**src/hw/ewm_pkg.sv**
```systemverilog
package ewm_pkg;
  localparam int CLK_PERIOD_NS = 10;
  localparam int SCL_PERIOD_NS = 10000;
  // Quarter of a serial clock period, rounded up to whole cycles
  localparam int QTR_CYC = (SCL_PERIOD_NS + 4 * CLK_PERIOD_NS - 1) / (4 * CLK_PERIOD_NS);
  localparam logic [7:0] QTR_LAST = 8'(QTR_CYC - 1);
  localparam logic [7:0] OFS_CTRL = 8'h00;
  localparam logic [7:0] OFS_ADDR = 8'h04;
  localparam logic [7:0] OFS_STAT = 8'h08;
  localparam logic [1:0] OFS_BUF_HI = 2'h1;
  localparam int CTRL_OP_LSB = 0;
  localparam int CTRL_SEL_LSB = 2;
  localparam int CTRL_LEN_LSB = 5;
  localparam int STAT_DONE_BIT = 1;
  localparam int STAT_NACK_BIT = 2;
  localparam logic [2:0] SEL_RST = 3'h0;
  localparam logic [3:0] LEN_RST = 4'h0;
  localparam logic [10:0] ADDR_RST = 11'h000;
  localparam logic [7:0] BYTE_RST = 8'h00;
  localparam logic [2:0] BIT_LAST = 3'h7;
  localparam logic DEV_TYPE = 1'b1;
  localparam int BUF_DEPTH = 16;
  typedef enum logic [1:0] {OP_WRITE, OP_READ_CUR, OP_READ_RND, OP_POLL} ewm_op_e;
  typedef enum logic [1:0] {B_START, B_STOP, B_WBIT, B_RBIT} ewm_bit_e;
  typedef struct packed {
    logic valid;
    ewm_bit_e op;
    logic din;
  } ewm_bcmd_s;
  typedef struct packed {
    logic done;
    logic rbit;
  } ewm_bres_s;
endpackage

```
**src/hw/ewm_bit_eng.sv**
```systemverilog
`timescale 1ns/1ns
module ewm_bit_eng
(
  input logic clk,
  input logic rstn,
  input ewm_pkg::ewm_bcmd_s bcmd,
  output ewm_pkg::ewm_bres_s bres,
  input logic sda_i,
  output logic scl_out,
  output logic sda_drv
);
  logic sda_m_q;
  logic sda_s_q;
  logic busy_q;
  logic [1:0] ph_q;
  logic [7:0] tick_q;
  ewm_pkg::ewm_bit_e cmd_q;
  logic din_q;
  logic scl_q;
  logic oe_q;
  ewm_pkg::ewm_bres_s bres_q;

  wire logic tick_end = tick_q == ewm_pkg::QTR_LAST;
  wire logic ph_go = busy_q & (tick_q == 8'h00);
  wire logic ss_cmd = (cmd_q == ewm_pkg::B_START) | (cmd_q == ewm_pkg::B_STOP);
  // First quarter: set data while the clock is low
  wire logic oe0 = (cmd_q == ewm_pkg::B_STOP) | ((cmd_q == ewm_pkg::B_WBIT) & ~din_q);
  // Third quarter: only start and stop move data while the clock is high
  wire logic oe2 = (cmd_q == ewm_pkg::B_START) ? 1'b1 :
                   (cmd_q == ewm_pkg::B_STOP) ? 1'b0 : oe_q;

  assign scl_out = scl_q;
  assign sda_drv = oe_q;
  assign bres = bres_q;

  always_ff @(posedge clk)
  begin
    if (!rstn)
    begin
      sda_m_q <= 1'b1;
      sda_s_q <= 1'b1;
    end
    else
    begin
      sda_m_q <= sda_i;
      sda_s_q <= sda_m_q;
    end
  end

  always_ff @(posedge clk)
  begin
    if (!rstn)
    begin
      busy_q <= 1'b0;
      ph_q <= 2'h0;
      tick_q <= 8'h00;
      cmd_q <= ewm_pkg::B_STOP;
      din_q <= 1'b0;
    end
    else if (!busy_q)
    begin
      busy_q <= bcmd.valid;
      cmd_q <= bcmd.op;
      din_q <= bcmd.din;
      ph_q <= 2'h0;
      tick_q <= 8'h00;
    end
    else
    begin
      tick_q <= tick_end ? 8'h00 : tick_q + 8'h01;
      if (tick_end)
      begin
        ph_q <= ph_q + 2'h1;
        busy_q <= ph_q != 2'h3;
      end
    end
  end

  always_ff @(posedge clk)
  begin
    if (!rstn)
    begin
      scl_q <= 1'b1;
      oe_q <= 1'b0;
    end
    else if (ph_go)
    begin
      case (ph_q)
        2'h0: oe_q <= oe0;
        2'h1: scl_q <= 1'b1;
        2'h2: oe_q <= oe2;
        default: scl_q <= cmd_q == ewm_pkg::B_STOP;
      endcase
    end
  end

  always_ff @(posedge clk)
  begin
    if (!rstn)
      bres_q <= '0;
    else
    begin
      bres_q.done <= busy_q & tick_end & (ph_q == 2'h3);
      if (ph_go && ph_q == 2'h2)
        bres_q.rbit <= sda_s_q;
    end
  end
endmodule

```
**src/hw/ewm_master.sv**
```systemverilog
`timescale 1ns/1ns
// Summary of operation
// - Start: data falls while clock high
// - Data changes only while clock low
// - Stop: data rises while clock high
// - Stop only after transmitter released data
// - Receiver pulls data low on ninth clock
// - No acknowledge ends read; master stops
// - Slave address leading bit is one
// - Last address bit: one read, zero write
// - Byte write: word address, then data byte
// - Page write: up to sixteen bytes total
// - Poll busy device with write-direction address
module ewm_master
(
  input logic clk,
  input logic rstn,
  input logic psel,
  input logic penable,
  input logic pwrite,
  input logic [7:0] paddr,
  input logic [31:0] pwdata,
  output logic [31:0] prdata,
  output logic pready,
  output logic pslverr,
  output logic scl_o,
  input logic sda_i,
  output logic sda_o,
  output logic sda_oe
);
  typedef enum logic [2:0] {S_IDLE, S_START, S_TXB, S_RXACK, S_RXB, S_TXACK, S_STOP} ewm_st_e;
  typedef enum logic [1:0] {G_DEV, G_WORD, G_DATA, G_RDEV} ewm_stage_e;

  function automatic ewm_pkg::ewm_bcmd_s mk_cmd(input ewm_pkg::ewm_bit_e op, input logic din);
    mk_cmd = '{valid: 1'b1, op: op, din: din};
  endfunction

  function automatic logic [7:0] dev_byte(input logic [2:0] sel, input logic [2:0] ahi,
                                          input logic rd);
    dev_byte = {ewm_pkg::DEV_TYPE, sel, ahi, rd};
  endfunction

  ewm_st_e st_q;
  ewm_st_e st_d;
  ewm_stage_e stage_q;
  ewm_stage_e stage_d;
  ewm_pkg::ewm_op_e op_q;
  logic [2:0] sel_q;
  logic [3:0] len_q;
  logic [10:0] addr_q;
  logic [3:0] idx_q;
  logic [3:0] idx_d;
  logic [2:0] cnt_q;
  logic [2:0] cnt_d;
  logic [7:0] sh_q;
  logic [7:0] sh_d;
  logic [7:0] buf_q [ewm_pkg::BUF_DEPTH];
  ewm_pkg::ewm_bcmd_s bcmd_q;
  ewm_pkg::ewm_bcmd_s bcmd_d;
  ewm_pkg::ewm_bres_s bres;
  logic fin;
  logic nack_set;
  logic rx_we;
  logic done_q;
  logic nack_q;
  logic [31:0] prdata_q;
  logic pready_q;
  logic pslverr_q;
  logic sda_o_q;
  logic scl_w;
  logic oe_w;

  wire logic busy = st_q != S_IDLE;
  wire logic setup = psel & ~penable;
  wire logic wr = psel & penable & pready_q & pwrite;
  wire logic hit_ctrl = paddr == ewm_pkg::OFS_CTRL;
  wire logic hit_addr = paddr == ewm_pkg::OFS_ADDR;
  wire logic hit_stat = paddr == ewm_pkg::OFS_STAT;
  wire logic hit_buf = (paddr[7:6] == ewm_pkg::OFS_BUF_HI) & (paddr[1:0] == 2'h0);
  wire logic mapped = hit_ctrl | hit_addr | hit_stat | hit_buf;
  wire logic [3:0] bidx = paddr[5:2];
  // Commands and buffer writes are refused while a transfer runs
  wire logic go = wr & hit_ctrl & ~busy;
  wire logic addr_we = wr & hit_addr & ~busy;
  wire logic buf_we = wr & hit_buf & ~busy;
  wire logic done_clr = wr & hit_stat & pwdata[ewm_pkg::STAT_DONE_BIT];
  wire logic nack_clr = wr & hit_stat & pwdata[ewm_pkg::STAT_NACK_BIT];
  wire logic last = idx_q == len_q;
  // Direction bit: one for current reads and a random read's second address, zero otherwise
  wire logic rd_dir = (op_q == ewm_pkg::OP_READ_CUR) | (stage_q == G_RDEV);
  wire logic [7:0] dev_w = dev_byte(sel_q, addr_q[10:8], rd_dir);
  wire logic [7:0] rx_byte = {sh_q[6:0], bres.rbit};
  wire logic [7:0] nxt_data = buf_q[idx_q + 4'h1];
  wire logic [31:0] rd_ctrl = {23'h0, len_q, sel_q, op_q};
  wire logic [31:0] rd_stat = {29'h0, nack_q, done_q, busy};
  wire logic [31:0] rdata = hit_ctrl ? rd_ctrl :
                            hit_addr ? {21'h0, addr_q} :
                            hit_stat ? rd_stat :
                            hit_buf ? {24'h0, buf_q[bidx]} : 32'h0;

  ewm_bit_eng u_bit
  (
    .clk(clk),
    .rstn(rstn),
    .bcmd(bcmd_q),
    .bres(bres),
    .sda_i(sda_i),
    .scl_out(scl_w),
    .sda_drv(oe_w)
  );

  assign scl_o = scl_w;
  assign sda_oe = oe_w;
  assign sda_o = sda_o_q;
  assign prdata = prdata_q;
  assign pready = pready_q;
  assign pslverr = pslverr_q;

  always_comb
  begin
    st_d = st_q;
    stage_d = stage_q;
    idx_d = idx_q;
    cnt_d = cnt_q;
    sh_d = sh_q;
    bcmd_d = '0;
    fin = 1'b0;
    nack_set = 1'b0;
    rx_we = 1'b0;
    case (st_q)
      S_IDLE:
      begin
        if (go)
        begin
          st_d = S_START;
          stage_d = G_DEV;
          idx_d = 4'h0;
          bcmd_d = mk_cmd(ewm_pkg::B_START, 1'b0);
        end
      end
      S_START:
      begin
        if (bres.done)
        begin
          st_d = S_TXB;
          cnt_d = ewm_pkg::BIT_LAST;
          sh_d = dev_w;
          bcmd_d = mk_cmd(ewm_pkg::B_WBIT, dev_w[7]);
        end
      end
      S_TXB:
      begin
        if (bres.done)
        begin
          if (cnt_q == 3'h0)
          begin
            // Release data for the ninth clock and read the answer
            st_d = S_RXACK;
            bcmd_d = mk_cmd(ewm_pkg::B_RBIT, 1'b1);
          end
          else
          begin
            cnt_d = cnt_q - 3'h1;
            sh_d = {sh_q[6:0], 1'b0};
            bcmd_d = mk_cmd(ewm_pkg::B_WBIT, sh_q[6]);
          end
        end
      end
      S_RXACK:
      begin
        if (bres.done)
        begin
          if (bres.rbit)
          begin
            // No acknowledge, or device still busy writing
            nack_set = 1'b1;
            st_d = S_STOP;
            bcmd_d = mk_cmd(ewm_pkg::B_STOP, 1'b0);
          end
          else
          begin
            case (stage_q)
              G_DEV:
              begin
                if (op_q == ewm_pkg::OP_POLL)
                begin
                  st_d = S_STOP;
                  bcmd_d = mk_cmd(ewm_pkg::B_STOP, 1'b0);
                end
                else if (op_q == ewm_pkg::OP_READ_CUR)
                begin
                  st_d = S_RXB;
                  cnt_d = ewm_pkg::BIT_LAST;
                  bcmd_d = mk_cmd(ewm_pkg::B_RBIT, 1'b1);
                end
                else
                begin
                  stage_d = G_WORD;
                  st_d = S_TXB;
                  cnt_d = ewm_pkg::BIT_LAST;
                  sh_d = addr_q[7:0];
                  bcmd_d = mk_cmd(ewm_pkg::B_WBIT, addr_q[7]);
                end
              end
              G_WORD:
              begin
                if (op_q == ewm_pkg::OP_READ_RND)
                begin
                  stage_d = G_RDEV;
                  st_d = S_START;
                  bcmd_d = mk_cmd(ewm_pkg::B_START, 1'b0);
                end
                else
                begin
                  stage_d = G_DATA;
                  st_d = S_TXB;
                  cnt_d = ewm_pkg::BIT_LAST;
                  sh_d = buf_q[idx_q];
                  bcmd_d = mk_cmd(ewm_pkg::B_WBIT, buf_q[idx_q][7]);
                end
              end
              G_DATA:
              begin
                // Page holds at most sixteen bytes, counted by len
                if (last)
                begin
                  st_d = S_STOP;
                  bcmd_d = mk_cmd(ewm_pkg::B_STOP, 1'b0);
                end
                else
                begin
                  idx_d = idx_q + 4'h1;
                  st_d = S_TXB;
                  cnt_d = ewm_pkg::BIT_LAST;
                  sh_d = nxt_data;
                  bcmd_d = mk_cmd(ewm_pkg::B_WBIT, nxt_data[7]);
                end
              end
              default:
              begin
                st_d = S_RXB;
                cnt_d = ewm_pkg::BIT_LAST;
                bcmd_d = mk_cmd(ewm_pkg::B_RBIT, 1'b1);
              end
            endcase
          end
        end
      end
      S_RXB:
      begin
        if (bres.done)
        begin
          sh_d = rx_byte;
          if (cnt_q == 3'h0)
          begin
            // Acknowledge all but the last byte; the last gets none
            rx_we = 1'b1;
            st_d = S_TXACK;
            bcmd_d = mk_cmd(ewm_pkg::B_WBIT, last);
          end
          else
          begin
            cnt_d = cnt_q - 3'h1;
            bcmd_d = mk_cmd(ewm_pkg::B_RBIT, 1'b1);
          end
        end
      end
      S_TXACK:
      begin
        if (bres.done)
        begin
          if (last)
          begin
            st_d = S_STOP;
            bcmd_d = mk_cmd(ewm_pkg::B_STOP, 1'b0);
          end
          else
          begin
            idx_d = idx_q + 4'h1;
            st_d = S_RXB;
            cnt_d = ewm_pkg::BIT_LAST;
            bcmd_d = mk_cmd(ewm_pkg::B_RBIT, 1'b1);
          end
        end
      end
      S_STOP:
      begin
        if (bres.done)
        begin
          fin = 1'b1;
          st_d = S_IDLE;
        end
      end
      default: st_d = S_IDLE;
    endcase
  end

  always_ff @(posedge clk)
  begin
    if (!rstn)
    begin
      st_q <= S_IDLE;
      stage_q <= G_DEV;
      idx_q <= 4'h0;
      cnt_q <= 3'h0;
      sh_q <= ewm_pkg::BYTE_RST;
      bcmd_q <= '0;
    end
    else
    begin
      st_q <= st_d;
      stage_q <= stage_d;
      idx_q <= idx_d;
      cnt_q <= cnt_d;
      sh_q <= sh_d;
      bcmd_q <= bcmd_d;
    end
  end

  always_ff @(posedge clk)
  begin
    if (!rstn)
    begin
      op_q <= ewm_pkg::OP_WRITE;
      sel_q <= ewm_pkg::SEL_RST;
      len_q <= ewm_pkg::LEN_RST;
      addr_q <= ewm_pkg::ADDR_RST;
    end
    else
    begin
      if (go)
      begin
        op_q <= ewm_pkg::ewm_op_e'(pwdata[ewm_pkg::CTRL_OP_LSB +: 2]);
        sel_q <= pwdata[ewm_pkg::CTRL_SEL_LSB +: 3];
        len_q <= pwdata[ewm_pkg::CTRL_LEN_LSB +: 4];
      end
      if (addr_we)
        addr_q <= pwdata[10:0];
    end
  end

  // Set wins over a clear in the same cycle
  always_ff @(posedge clk)
  begin
    if (!rstn)
    begin
      done_q <= 1'b0;
      nack_q <= 1'b0;
    end
    else
    begin
      done_q <= fin | (done_q & ~done_clr);
      nack_q <= nack_set | (nack_q & ~nack_clr);
    end
  end

  always_ff @(posedge clk)
  begin
    if (!rstn)
    begin
      for (int i = 0; i < ewm_pkg::BUF_DEPTH; i++)
        buf_q[i] <= ewm_pkg::BYTE_RST;
    end
    else if (rx_we)
      buf_q[idx_q] <= rx_byte;
    else if (buf_we)
      buf_q[bidx] <= pwdata[7:0];
  end

  // Answer in the first access cycle; data formed in the setup cycle
  always_ff @(posedge clk)
  begin
    if (!rstn)
    begin
      prdata_q <= 32'h0;
      pready_q <= 1'b0;
      pslverr_q <= 1'b0;
      sda_o_q <= 1'b0;
    end
    else
    begin
      pready_q <= setup;
      if (setup)
      begin
        prdata_q <= rdata;
        pslverr_q <= ~mapped;
      end
      sda_o_q <= 1'b0;
    end
  end

  // Cycles spent in the stop state; a stop bit must end within one bit time plus eight cycles
  logic [10:0] stop_cnt_q;
  wire logic stop_late = stop_cnt_q > 11'(4 * ewm_pkg::QTR_CYC + 8);

  always_ff @(posedge clk)
  begin
    if (!rstn)
      stop_cnt_q <= 11'h000;
    else if (st_q == S_STOP)
      stop_cnt_q <= stop_cnt_q + 11'h001;
    else
      stop_cnt_q <= 11'h000;
  end
endmodule

```
**config.mk**
```make
export PLATFORM = sky130hd
export DESIGN_NAME = ewm_master
export DESIGN_NICKNAME = d
export VERILOG_FILES = /design/src/hw/ewm_pkg.sv /design/src/hw/ewm_bit_eng.sv /design/src/hw/ewm_master.sv
export SDC_FILE = /design/constraint.sdc
export NUM_CORES = 1
export LEC_CHECK = 0
export BUFFER_PORTS_ARGS = -buffer_cell sky130_fd_sc_hd__buf_2
export CAP_MARGIN = 10
export CORE_UTILIZATION = 30
export CTS_BUF_LIST = sky130_fd_sc_hd__clkbuf_16
export DETAILED_ROUTE_END_ITERATION = 10
export GPL_TIMING_DRIVEN = 0
export PLACE_DENSITY_LB_ADDON = 0.1
export SLEW_MARGIN = 20
export SYNTH_ARGS = -nofsm -noshare
export SYNTH_HDL_FRONTEND = slang
export SYNTH_SLANG_ARGS = --single-unit
```
**constraint.sdc**
```tcl
create_clock -name clk -period 3 [get_ports clk]
set_clock_uncertainty 0.1 [all_clocks]
set_input_delay 0.15 -clock clk [delete_from_list [all_inputs] [get_ports clk]]
set_output_delay 0.15 -clock clk [all_outputs]
set_load 0.1 [all_outputs]
```
; Word-level counts from Yosys, hierarchy flattened
; Memories as Yosys holds them, arrays and structs flattened. A register that Yosys moved wholly into a read port is not among the register bits.
; Index checks and enable logic that the tools add are counted.
[op_classes]
n_lt_le_gt_ge = 0
div = 0
n_shift = 0
addsub = 4
eq_ne = 44
bitwise_logic = 36
muxes = 105
multipliers = 0
n_reduce_logical = 28
[op_table]
columns = operator, n
row1 = $mux W3, 26
row2 = $mux W7, 10
row3 = $mux W4, 17
row4 = $mux W8, 4
row5 = $pmux W7 S4, 1
row6 = $pmux W4 S3, 2
row7 = $pmux W4 S6, 1
row8 = $mux W1, 23
row9 = $mux W11, 2
row10 = $pmux W3 S7, 1
row11 = $pmux W7 S3, 1
row12 = $and A1 B1 Y1, 20
row13 = $mux W2, 10
row14 = $pmux W3 S3, 2
row15 = $reduce_and A9 Y1, 2
row16 = $logic_not A8 Y1, 2
row17 = $ne A2 B2 Y1 const B, 8
row18 = $reduce_or A8 Y1, 2
row19 = $eq A2 B2 Y1 const B, 7
row20 = $ne A2 B1 Y1 const B, 7
row21 = $ne A3 B3 Y1 const B, 4
row22 = $pmux W3 S4, 1
row23 = $reduce_and A12 Y1, 1
row24 = $eq A2 B1 Y1 const B, 5
row25 = other kinds (29), 58
[word_totals]
input_bits = 46
latch_bits = 0
ramBits = 128
n_memories = 1
mem_bits_ro = 0
ff_bits = 99
[memory_table]
columns = memory, words, word_bits, rd, rd_clocked_by_memory_dff, write_ports, line_no
row1 = buf_q, 16, 8, 3, 1, 16, ewm_master.sv:57  ; logic [7:0] buf_q [ewm_pkg::BUF_DEPTH];

; Logic depth before layout (Yosys ltp)
; Gate-level depths: netlist of run 1.
[logic_depth]
depth_word = 11
mapped_depth = 10
mapped_depth_nobuf = 8

; Cells and area by module
; From an unflattened synthesis of run 1, not the netlist that was laid out.
[unflattened]
hier_cells = 1135
area_unflattened_um2 = 12445.7
[by_module_without_submodules]
columns = mod, seq_area_each_um2, cells_each, area_each_um2, instances
row1 = ewm_master, 5084.9, 1029, 11516.0, 1
row2 = ewm_bit_eng, 400.4, 106, 929.6, 1

; Worst setup path after synthesis of run 1
; No wires, ideal clock.
[synth_timing]
kind = register to register
from = register pready_q, in the netlist pready
to = memory buf_q[13][0], enable pin
synth_period_minus_slack_ns = 3.024
arrival_time_ns = 2.595
required_time_ns = 2.571
path_slack_ns = -0.024
path_buffers = 1
path_stages_with_launch = 8
path_cell_list = dfxtp_1 -> and4_1 -> nand4_2 -> buf_6 -> mux2i_1 -> nor3_4 -> nand2_2 -> nand2_1
[synth_rtl]
columns = item, line_no
row1 = "start, declared", ewm_master.sv:67  ; logic pready_q;
row2 = "start signal, assigned", ewm_master.sv:382  ; pready_q <= setup;
row3 = "end, declared", ewm_master.sv:57

==> flow_summary.html, run 1 <==
<table>
<tr><th>Metric</th><th>Value</th></tr>
<tr><th colspan="2">Global route</th></tr>
<tr><td>Antenna violations before repair</td><td>1</td></tr>
<tr><td>GRT Total Usage</td><td>22.8%</td></tr>
<tr><td>Largest net degree at the start of global routing</td><td>13</td></tr>
<tr><td>Via count of the first global-routing pass</td><td>slightly below 10k</td></tr>
<tr><td>Wire length of the first global-routing pass</td><td>~68 mm</td></tr>
<tr><td>GRT Residual Overflow</td><td>0</td></tr>
<tr><th colspan="2">Power and ir drop</th></tr>
<tr><td>Cell Pwr Density</td><td>472 nW/um^2</td></tr>
<tr><td>Power share of the combinational group</td><td>under 10%</td></tr>
<tr><td>Relative contribution of the clock network to total power</td><td>about 45%</td></tr>
<tr><td>Design internal power</td><td>5.09 mW</td></tr>
<tr><td>Worst vdd ir</td><td>0.340 mV</td></tr>
<tr><td>Sequential share of power</td><td>46.7%</td></tr>
<tr><td>Static power due to leakage</td><td>4.74 nW</td></tr>
<tr><td>Net switching component of the power</td><td>1.73 mW</td></tr>
<tr><td>Switching fraction of total power</td><td>25.4%</td></tr>
<tr><th colspan="2">Clock network</th></tr>
<tr><td>Register clock-pin slew on the reported worst setup and hold paths</td><td>approximately 0.060 ns</td></tr>
<tr><td>Number of levels in the clock H-tree</td><td>1</td></tr>
<tr><td>Clock root buffer</td><td>clkbuf_16</td></tr>
<tr><td>Number of buffers on the longest clock path</td><td>3</td></tr>
<tr><td>TritonCTS clock tree</td><td>yes</td></tr>
<tr><td>Clock network latency to the later pin of the worst-skew pair</td><td>roughly 0.56 ns</td></tr>
<tr><td>Total clock buffers created by CTS</td><td>26</td></tr>
<tr><td>Number of sinks handled by clock tree synthesis</td><td>210</td></tr>
<tr><th colspan="2">Drt</th></tr>
<tr><td>DRC Markers</td><td>0</td></tr>
<tr><td>Average routed wire per standard cell</td><td>26.5 um</td></tr>
<tr><td>Number of iterations in the first detailed-routing pass</td><td>5</td></tr>
<tr><td>DR iter-0 viols</td><td>703</td></tr>
<tr><td>Vias</td><td>9611</td></tr>
<tr><td>Remaining number of nets flagged by the antenna check after routing</td><td>0</td></tr>
<tr><td>Detailed-route wire length</td><td>46.9 mm</td></tr>
<tr><td>Avg Vias per Cell</td><td>around 5.4</td></tr>
<tr><th colspan="2">STA</th></tr>
<tr><td>Final setup violation count</td><td>0</td></tr>
<tr><td>Worst Slack Setup Final</td><td>approximately 0.089 ns</td></tr>
<tr><td>Relative slew slack</td><td>roughly a quarter</td></tr>
<tr><td>Final-report hold violation count</td><td>0</td></tr>
<tr><td>Max Slew Vio Count</td><td>0</td></tr>
<tr><td>Setup total negative slack</td><td>0 ns</td></tr>
<tr><td>Setup repair after global routing missed its margin</td><td>no</td></tr>
<tr><td>Slew of the pin with the lowest slew margin</td><td>1.13 ns</td></tr>
<tr><td>Final critical-path share of the clock period</td><td>97.0%</td></tr>
<tr><td>Clock period minus final worst setup slack</td><td>2.91 ns</td></tr>
<tr><td>Highest Clock Rate</td><td>0.343 GHz</td></tr>
<tr><th colspan="2">Floorplan</th></tr>
<tr><td>Initial core utilization</td><td>30.6%</td></tr>
<tr><td>FP Rows</td><td>73</td></tr>
<tr><td>Die area</td><td>roughly 42000 um^2</td></tr>
<tr><td>Vertical die dimension</td><td>204 um</td></tr>
<tr><td>Chip Width</td><td>around 200 um</td></tr>
<tr><td>Core area</td><td>about 40000 um^2</td></tr>
<tr><td>Top-level port count</td><td>83</td></tr>
<tr><th colspan="2">Placement</th></tr>
<tr><td>Minimum setup slack after placement</td><td>-0.905 ns</td></tr>
<tr><td>Input/output buffers</td><td>36</td></tr>
<tr><td>Final Wtd Congestion</td><td>0.911</td></tr>
<tr><td>Detailed Place HPWL</td><td>approximately 35 mm</td></tr>
<tr><th colspan="2">Setup path</th></tr>
<tr><td>Category of the most critical setup path</td><td>input pin to flip-flop</td></tr>
<tr><td>Worst-path maximum fanout</td><td>9</td></tr>
<tr><td>Worst endpoint data arrival time</td><td>3.02 ns</td></tr>
<tr><td>Type of origin of the critical path</td><td>input pin</td></tr>
<tr><td>Data required time at the worst endpoint</td><td>3.11 ns</td></tr>
<tr><td>Critical Path Sink Type</td><td>flip-flop</td></tr>
<tr><th colspan="2">Yosys</th></tr>
<tr><td>Complex-gate fraction of the synthesized area</td><td>9.05%</td></tr>
<tr><td>Area leader, netlist</td><td>edfxtp_1</td></tr>
<tr><td>Netlist Area Pre-Place</td><td>12300 um^2</td></tr>
<tr><td>Number of synthesized register bits</td><td>210</td></tr>
<tr><td>Xor and xnor area share after synthesis</td><td>1.29%</td></tr>
<tr><td>Synthesized netlist cell count</td><td>1113</td></tr>
<tr><td>FFs w/ async S/R, synth</td><td>0%</td></tr>
<tr><td>Arithmetic-cell share of the synthesized area counting full adders, half adders and majority gates</td><td>1.51%</td></tr>
<tr><td>Count of flip-flops with a built-in enable after synthesis</td><td>roughly 130</td></tr>
<tr><td>Synth warnings</td><td>0</td></tr>
<tr><td>Area fraction of the dominant cell type after synthesis</td><td>31.4%</td></tr>
<tr><td>Dominant combinational cell family by area after synthesis</td><td>multiplexers</td></tr>
<tr><td>Multiplexer area fraction after synthesis</td><td>23.3%</td></tr>
<tr><td>Part of the Yosys area used for sequential elements</td><td>44.7%</td></tr>
<tr><td>Largest cells by area after synthesis</td><td>edfxtp_1 31%, mux4_2 16%, dfxtp_1 13%, mux2i_1 5.9%, nor2_1 5.7%</td></tr>
<tr><td>Number of distinct library cell variants in the gate-level netlist after synthesis</td><td>~70</td></tr>
<tr><td>Post-Synthesis Mean Instance Area</td><td>11.0 um^2</td></tr>
<tr><td>Synthesized-area fraction occupied by and/or/nand/nor cells</td><td>between 15 and 20%</td></tr>
<tr><td>Primary flip-flop cell chosen by synthesis mapping</td><td>edfxtp_1</td></tr>
<tr><th colspan="2">Finish</th></tr>
<tr><td>Post-layout net count</td><td>1285</td></tr>
<tr><td>Number of antenna cells inserted</td><td>0</td></tr>
<tr><td>Most frequent cells in the layout</td><td>185 x nor2_1, 128 x edfxtp_1, 89 x mux4_2</td></tr>
<tr><td>Filler instances</td><td>4041</td></tr>
<tr><td>Area growth from synthesis to layout</td><td>18.0%</td></tr>
<tr><td>Share of cells above drive strength 1</td><td>24.2%</td></tr>
<tr><td>Most frequent standard cell in the layout excluding fill and tap cells</td><td>nor2_1</td></tr>
<tr><th colspan="2">Worst hold path</th></tr>
<tr><td>Worst hold path type</td><td>input pin to flip-flop</td></tr>
<tr><th colspan="2">Run status</th></tr>
<tr><td>Status</td><td>complete, no violations</td></tr>
<tr><th colspan="2">Run</th></tr>
<tr><td>Max-Cap Viols</td><td>0</td></tr>
</table>
-- critical path: stages --
cell	delay (ns)
dlygate4sd3_1	0.54
buf_2	0.15
or4b_4	0.59
o31ai_1	0.30
nand3_2	0.29
nor3_4	0.30
buf_12	0.16
nand2_2	0.20
nand2_2	0.33
-- state kept, by name, summed over array words and instances, names as in the netlist, 2 cells and up, named ones only --
name / cells
addr_q: 11
bcmd_q: 4
buf_q: 128
cnt_q: 3
idx_q: 4
len_q: 4
op_q: 2
prdata: 11
sel_q: 3
sh_q: 7
st_q: 3
stage_q: 2
u_bit.bres: 2
u_bit.cmd_q: 2
u_bit.ph_q: 2
u_bit.tick_q: 8
-- synth_stat cells, types with 16 or more instances --
| library cell | instances |
|---|---|
| clkbuf_1 | 39 |
| dfxtp_1 | 82 |
| nand2_1 | 102 |
| buf_4 | 26 |
| mux2i_1 | 72 |
| mux4_2 | 89 |
| edfxtp_1 | 128 |
| o21ai_0 | 36 |
| inv_1 | 20 |
| nor2_1 | 186 |
| nand2_2 | 16 |
| nand3_1 | 20 |
| buf_2 | 26 |
| a21oi_1 | 54 |
-- path summary, 6_finish.rpt --
check	startpoint	endpoint	slack, ns	cells past startpoint
hold / removal	penable	pready$_SDFF_PN0_	0.05	4
setup reg to reg	st_q[0]$_SDFFE_PN0P_	buf_q[0][6]$_SDFFCE_PN0P_	0.10	8
hold reg to reg	bcmd_q[1]$_SDFF_PN0_	u_bit.cmd_q[0]$_SDFFE_PN1N_	0.34	2
setup / recovery	paddr[1]	buf_q[0][6]$_SDFFCE_PN0P_	0.09	9
-- stage by stage --
stage          instance area (um^2)  total power, mW  hold WS [ns]  utilization (%)  std cells
6_report                      14500             6.83        0.0451             36.2       1767
5_1_grt                       14500             7.04        0.0669             36.2       1767
4_1_cts                       14400             6.90       0.00218             36.0       1765
3_5_place_dp                  13200             3.81         0.239             33.0       1695
3_3_place_gp                  13200             3.81         0.246             32.9       1695
2_1_floorplan                 12300             3.61         0.151                -       1134
-- timing repair --
item	4_1_cts	5_1_grt
buffers inserted	7	3
pin swaps	5	3
endpoints found under the setup margin	263	173
hold endpoints to repair	33	0
hold buffers	18	0
gates resized for setup	42	13
-- power by group through the flow --
| stage | clock network (mW) | registers (mW) | logic (mW) |
|---|---|---|---|
| 5_1_grt | 3.23 | 3.19 | 0.614 |
| 3_5_place_dp | 0 | 3.24 | 0.565 |
| 6_report | 3.05 | 3.19 | 0.594 |
| 3_3_place_gp | 0 | 3.24 | 0.566 |
| 4_1_cts | 3.12 | 3.18 | 0.591 |
| 2_1_floorplan | 0 | 3.24 | 0.366 |
-- metal layers --
layer | routed length, um | vias up | part of all wire, % | GRT usage (%)
met5 | 0 | - | 0 | 0
met4 | 2430 | 0 | 5.2 | 11.0
met3 | 3010 | 109 | 6.4 | 4.29
met2 | 21400 | 366 | 46 | 35.9
met1 | 20000 | 4814 | 43 | 30.0
li1 | - | 4322 | - | -
-- kinds of logic (layout without fill, tap and decap cells) --
family	Yosys count	count (layout)
adders and majority gates	15	15
and+or+nand+nor	402	402
muxes	171	171
DFF	210	210
AOI/OAI and AO/OA	174	174
xor gates and xnor gates	18	18
other	1	22
buffers and inverters	122	230
-- area by class of cell --
| cell class | count | area, um^2 | share of cell area [%] |
|---|---|---|---|
| Clock buffer | 27 | 676 | 4.67 |
| Buffer | 99 | 563 | 3.89 |
| Inverter | 22 | 82.6 | 0.571 |
| Multi-Input combinational cell | 802 | 6410 | 44.3 |
| Tap cell | 525 | 657 | 4.54 |
| Timing Repair Buffer | 64 | 460 | 3.18 |
| Sequential cell | 210 | 5490 | 37.9 |
| Clock inverter | 18 | 129 | 0.891 |
Power figures use the tool's default switching activity.
==> run 2: changes to the inputs <==
==> constraint.sdc (replaced) <==
create_clock -name clk -period 2.9 [get_ports clk]
set_clock_uncertainty 0.1 [all_clocks]
set_input_delay 0.145 -clock clk [delete_from_list [all_inputs] [get_ports clk]]
set_output_delay 0.145 -clock clk [all_outputs]
set_load 0.1 [all_outputs]
==> run 2 against run 1 <==
  * Flip-flop and latch count unchanged
  * Total power increased by 3.5%
  * Non-clock buffer count decreased by 1
  * Combinational power increased by 3.5%
  * Sequential share of layout area decreased by 0.14 points
  * Via count increased by 0.52%
  * Clock power increased by 3%
  * Critical path type is now flip-flop to flip-flop
  * Largest cell class unchanged
  * Highest routed layer unchanged
==> flow_summary.html, run 2 (synthesis gave the netlist of run 1 again) <==
<table>
<tr><th>Metric</th><th>Value</th></tr>
<tr><th colspan="2">Drt</th></tr>
<tr><td>DRC Markers</td><td>0 (unchanged)</td></tr>
<tr><td>Vias</td><td>9661 (+0.52%)</td></tr>
<tr><td>Remaining number of nets flagged by the antenna check after routing</td><td>0 (unchanged)</td></tr>
<tr><td>DR iter-0 viols</td><td>701 (-0.28%)</td></tr>
<tr><td>Average routed wire per standard cell</td><td>26.5 um (-0.22%)</td></tr>
<tr><td>Number of iterations in the first detailed-routing pass</td><td>5 (unchanged)</td></tr>
<tr><td>Avg Vias per Cell</td><td>5.47 (+0.58%)</td></tr>
<tr><td>Detailed-route wire length</td><td>46.8 mm (-0.28%)</td></tr>
<tr><th colspan="2">Floorplan</th></tr>
<tr><td>FP Rows</td><td>73 (unchanged)</td></tr>
<tr><td>Chip Width</td><td>204 um (unchanged)</td></tr>
<tr><td>Die area</td><td>41700 um^2 (unchanged)</td></tr>
<tr><td>Vertical die dimension</td><td>204 um (unchanged)</td></tr>
<tr><td>Initial core utilization</td><td>30.6% (unchanged)</td></tr>
<tr><td>Top-level port count</td><td>83 (unchanged)</td></tr>
<tr><td>Core area</td><td>40000 um^2 (unchanged)</td></tr>
<tr><th colspan="2">Worst hold path</th></tr>
<tr><td>Worst hold path type</td><td>input pin to flip-flop</td></tr>
<tr><th colspan="2">Finish</th></tr>
<tr><td>Filler instances</td><td>4036 (-0.12%)</td></tr>
<tr><td>Post-layout net count</td><td>1284 (-0.078%)</td></tr>
<tr><td>Top reg by flops</td><td>buf_q</td></tr>
<tr><td>Number of antenna cells inserted</td><td>0 (unchanged)</td></tr>
<tr><td>Most frequent standard cell in the layout excluding fill and tap cells</td><td>nor2_1</td></tr>
<tr><td>Share of cells above drive strength 1</td><td>24.9% (+0.74 points)</td></tr>
<tr><td>Most frequent cells in the layout</td><td>185 x nor2_1, 128 x edfxtp_1, 89 x mux4_2</td></tr>
<tr><td>Area growth from synthesis to layout</td><td>18.5%</td></tr>
<tr><td>Largest register FFs</td><td>128 (unchanged)</td></tr>
<tr><th colspan="2">Placement</th></tr>
<tr><td>Input/output buffers</td><td>36 (unchanged)</td></tr>
<tr><td>Detailed Place HPWL</td><td>34.9 mm (unchanged)</td></tr>
<tr><td>Final Wtd Congestion</td><td>0.911 (unchanged)</td></tr>
<tr><td>Minimum setup slack after placement</td><td>-1.00 ns (-0.0950 ns)</td></tr>
<tr><th colspan="2">Global route</th></tr>
<tr><td>Largest net degree at the start of global routing</td><td>13 (unchanged)</td></tr>
<tr><td>Wire length of the first global-routing pass</td><td>67.5 mm (-0.17%)</td></tr>
<tr><td>Via count of the first global-routing pass</td><td>9654 (-0.072%)</td></tr>
<tr><td>Antenna violations before repair</td><td>1 (unchanged)</td></tr>
<tr><td>GRT Total Usage</td><td>22.7% (-0.041 points)</td></tr>
<tr><td>GRT Residual Overflow</td><td>0 (unchanged)</td></tr>
<tr><th colspan="2">STA</th></tr>
<tr><td>Relative slew slack</td><td>32.3% (+7.8 points)</td></tr>
<tr><td>Clock period minus final worst setup slack</td><td>about 2.9 ns</td></tr>
<tr><td>Max Slew Vio Count</td><td>0 (unchanged)</td></tr>
<tr><td>Slew of the pin with the lowest slew margin</td><td>1.02 ns (-0.117 ns)</td></tr>
<tr><td>Highest Clock Rate</td><td>0.350 GHz</td></tr>
<tr><td>Setup repair after global routing missed its margin</td><td>no</td></tr>
<tr><td>Worst Slack Setup Final</td><td>0.0417 ns (-0.0469 ns)</td></tr>
<tr><td>Final setup violation count</td><td>0 (unchanged)</td></tr>
<tr><td>Setup total negative slack</td><td>0 ns (unchanged)</td></tr>
<tr><td>Final-report hold violation count</td><td>0 (unchanged)</td></tr>
<tr><td>Final critical-path share of the clock period</td><td>98.6%</td></tr>
<tr><th colspan="2">Setup path</th></tr>
<tr><td>Slowest-stage cell, CP</td><td>buf_2</td></tr>
<tr><td>Critical Path Sink Type</td><td>flip-flop</td></tr>
<tr><td>RR Endpoint</td><td>sh_q[4]$_SDFFE_PN0P_</td></tr>
<tr><td>Count of cells along the worst register-to-register path</td><td>7 (-1)</td></tr>
<tr><td>Worst endpoint data arrival time</td><td>3.16 ns (+0.14 ns)</td></tr>
<tr><td>Worst-path maximum fanout</td><td>10 (+1)</td></tr>
<tr><td>Worst flop-to-flop path startpoint</td><td>idx_q[1]$_SDFFE_PN0P_</td></tr>
<tr><td>Delay of the slowest cell on the worst path</td><td>0.50 ns (-0.09 ns)</td></tr>
<tr><td>Start point of the critical path</td><td>idx_q[1]$_SDFFE_PN0P_</td></tr>
<tr><td>Category of the most critical setup path</td><td>flip-flop to flip-flop</td></tr>
<tr><td>R2r setup slk</td><td>0.04 ns (-0.06 ns)</td></tr>
<tr><td>Data required time at the worst endpoint</td><td>3.20 ns (+0.09 ns)</td></tr>
<tr><td>Cell-by-cell listing of the critical path</td><td>ha_1, xor2_4, buf_2, mux2i_1, o22ai_1, o21ai_0, o32ai_1</td></tr>
<tr><td>Type of origin of the critical path</td><td>flip-flop</td></tr>
<tr><td>Critical Path Sink</td><td>sh_q[4]$_SDFFE_PN0P_</td></tr>
<tr><th colspan="2">Power and ir drop</th></tr>
<tr><td>Worst vdd ir</td><td>0.352 mV (+3.5%)</td></tr>
<tr><td>Relative contribution of the clock network to total power</td><td>44.6% (about the same)</td></tr>
<tr><td>Sequential share of power</td><td>46.7% (about the same)</td></tr>
<tr><td>Net switching component of the power</td><td>1.80 mW (+3.5%)</td></tr>
<tr><td>Design internal power</td><td>5.27 mW (+3.4%)</td></tr>
<tr><td>Static power due to leakage</td><td>4.76 nW (+0.38%)</td></tr>
<tr><td>Power share of the combinational group</td><td>8.7% (about the same)</td></tr>
<tr><td>Total power of the final layout</td><td>7.06 mW (+3.5%)</td></tr>
<tr><td>Cell Pwr Density</td><td>486 nW/um^2 (+3.1%)</td></tr>
<tr><td>Switching fraction of total power</td><td>25.4% (about the same)</td></tr>
<tr><th colspan="2">Run status</th></tr>
<tr><td>Status</td><td>complete, no violations</td></tr>
<tr><th colspan="2">Clock network</th></tr>
<tr><td>Number of buffers on the longest clock path</td><td>3 (unchanged)</td></tr>
<tr><td>Number of levels in the clock H-tree</td><td>1 (unchanged)</td></tr>
<tr><td>Clock root buffer</td><td>clkbuf_16</td></tr>
<tr><td>Total clock buffers created by CTS</td><td>26 (unchanged)</td></tr>
<tr><td>Number of sinks handled by clock tree synthesis</td><td>210 (unchanged)</td></tr>
<tr><td>Register clock-pin slew on the reported worst setup and hold paths</td><td>0.06 ns (about the same)</td></tr>
<tr><td>TritonCTS clock tree</td><td>yes</td></tr>
<tr><td>Clock network latency to the later pin of the worst-skew pair</td><td>0.56 ns (about the same)</td></tr>
<tr><th colspan="2">Run</th></tr>
<tr><td>Max-Cap Viols</td><td>0 (unchanged)</td></tr>
</table>
run 2: through the flow:
step | utilization, % | cells | hold WS, ns | instance area, um^2
6_report | 36.3 | 1766 | 0.0610 | 14500
4_1_cts | 36.1 | 1763 | 0.0264 | 14400
2_1_floorplan | - | 1134 | 0.146 | 12300
3_3_place_gp | 32.9 | 1695 | 0.241 | 13200
5_1_grt | 36.3 | 1766 | 0.0808 | 14500
3_5_place_dp | 33.0 | 1695 | 0.234 | 13200
run 2: worst min path at each step:
| stage | from | end | slack, ns | cells after the start |
|---|---|---|---|---|
| 2_1_floorplan | sda_i | u_bit.sda_m_q$_SDFF_PN1_ | 0.15 | 1 |
| 3_3_place_gp | sda_i | u_bit.sda_m_q$_SDFF_PN1_ | 0.24 | 2 |
| 3_5_place_dp | sda_i | u_bit.sda_m_q$_SDFF_PN1_ | 0.23 | 2 |
| 4_1_cts | paddr[1] | prdata[1]$_SDFFE_PN0P_ | 0.03 | 4 |
| 5_1_grt | paddr[5] | prdata[6]$_SDFFE_PN0P_ | 0.08 | 4 |
| 6_report | paddr[5] | prdata[6]$_SDFFE_PN0P_ | 0.06 | 4 |
run 2: metal layers:
| layer | vias up | global-route usage, % | wire [um] |
|---|---|---|---|
| li1 | 4325 | - | - |
| met1 | 4834 | 30.2 | 20100 |
| met2 | 401 | 35.8 | 21300 |
| met3 | 101 | 4.03 | 2990 |
| met4 | 0 | 11.0 | 2470 |
| met5 | - | 0 | 0 |
run 2: worst max-delay path, delay by kind of cell, from the launching register on:
family	cells	cell delay [ns]
AOI/OAI and AO/OA	3	0.66
xor gates and xnor gates	1	0.38
adders and majority gates	1	0.32
buffers and inverters	1	0.50
DFF	1	0.47
muxes	1	0.29
run 2: repair_timing:
action                                 CTS  global route
resized for setup                       54            21
hold buffers                            17             0
endpoints found under the hold margin   34             0
setup endpoints to repair              263           112
pin swaps                                5             4
buffers inserted                         7             3
run 2: final cells by class:
| cell class | count | area, um^2 | area share, % |
|---|---|---|---|
| multi-input combinational | 802 | 6460 | 44.5 |
| clock inverter | 18 | 129 | 0.887 |
| timing repair buffer | 63 | 450 | 3.10 |
| sequential | 210 | 5490 | 37.8 |
| buffer | 99 | 579 | 3.99 |
| inverter | 22 | 82.6 | 0.569 |
| tap | 525 | 657 | 4.52 |
| clock buffer | 27 | 676 | 4.65 |
run 2: power groups by stage:
| stage | Clock, mW | Sequential [mW] | Combinational (mW) |
|---|---|---|---|
| floorplan | 0 | 3.36 | 0.379 |
| global placement | 0 | 3.35 | 0.586 |
| detailed placement | 0 | 3.36 | 0.585 |
| CTS | 3.23 | 3.29 | 0.613 |
| global route | 3.35 | 3.30 | 0.638 |
| finish | 3.15 | 3.29 | 0.615 |
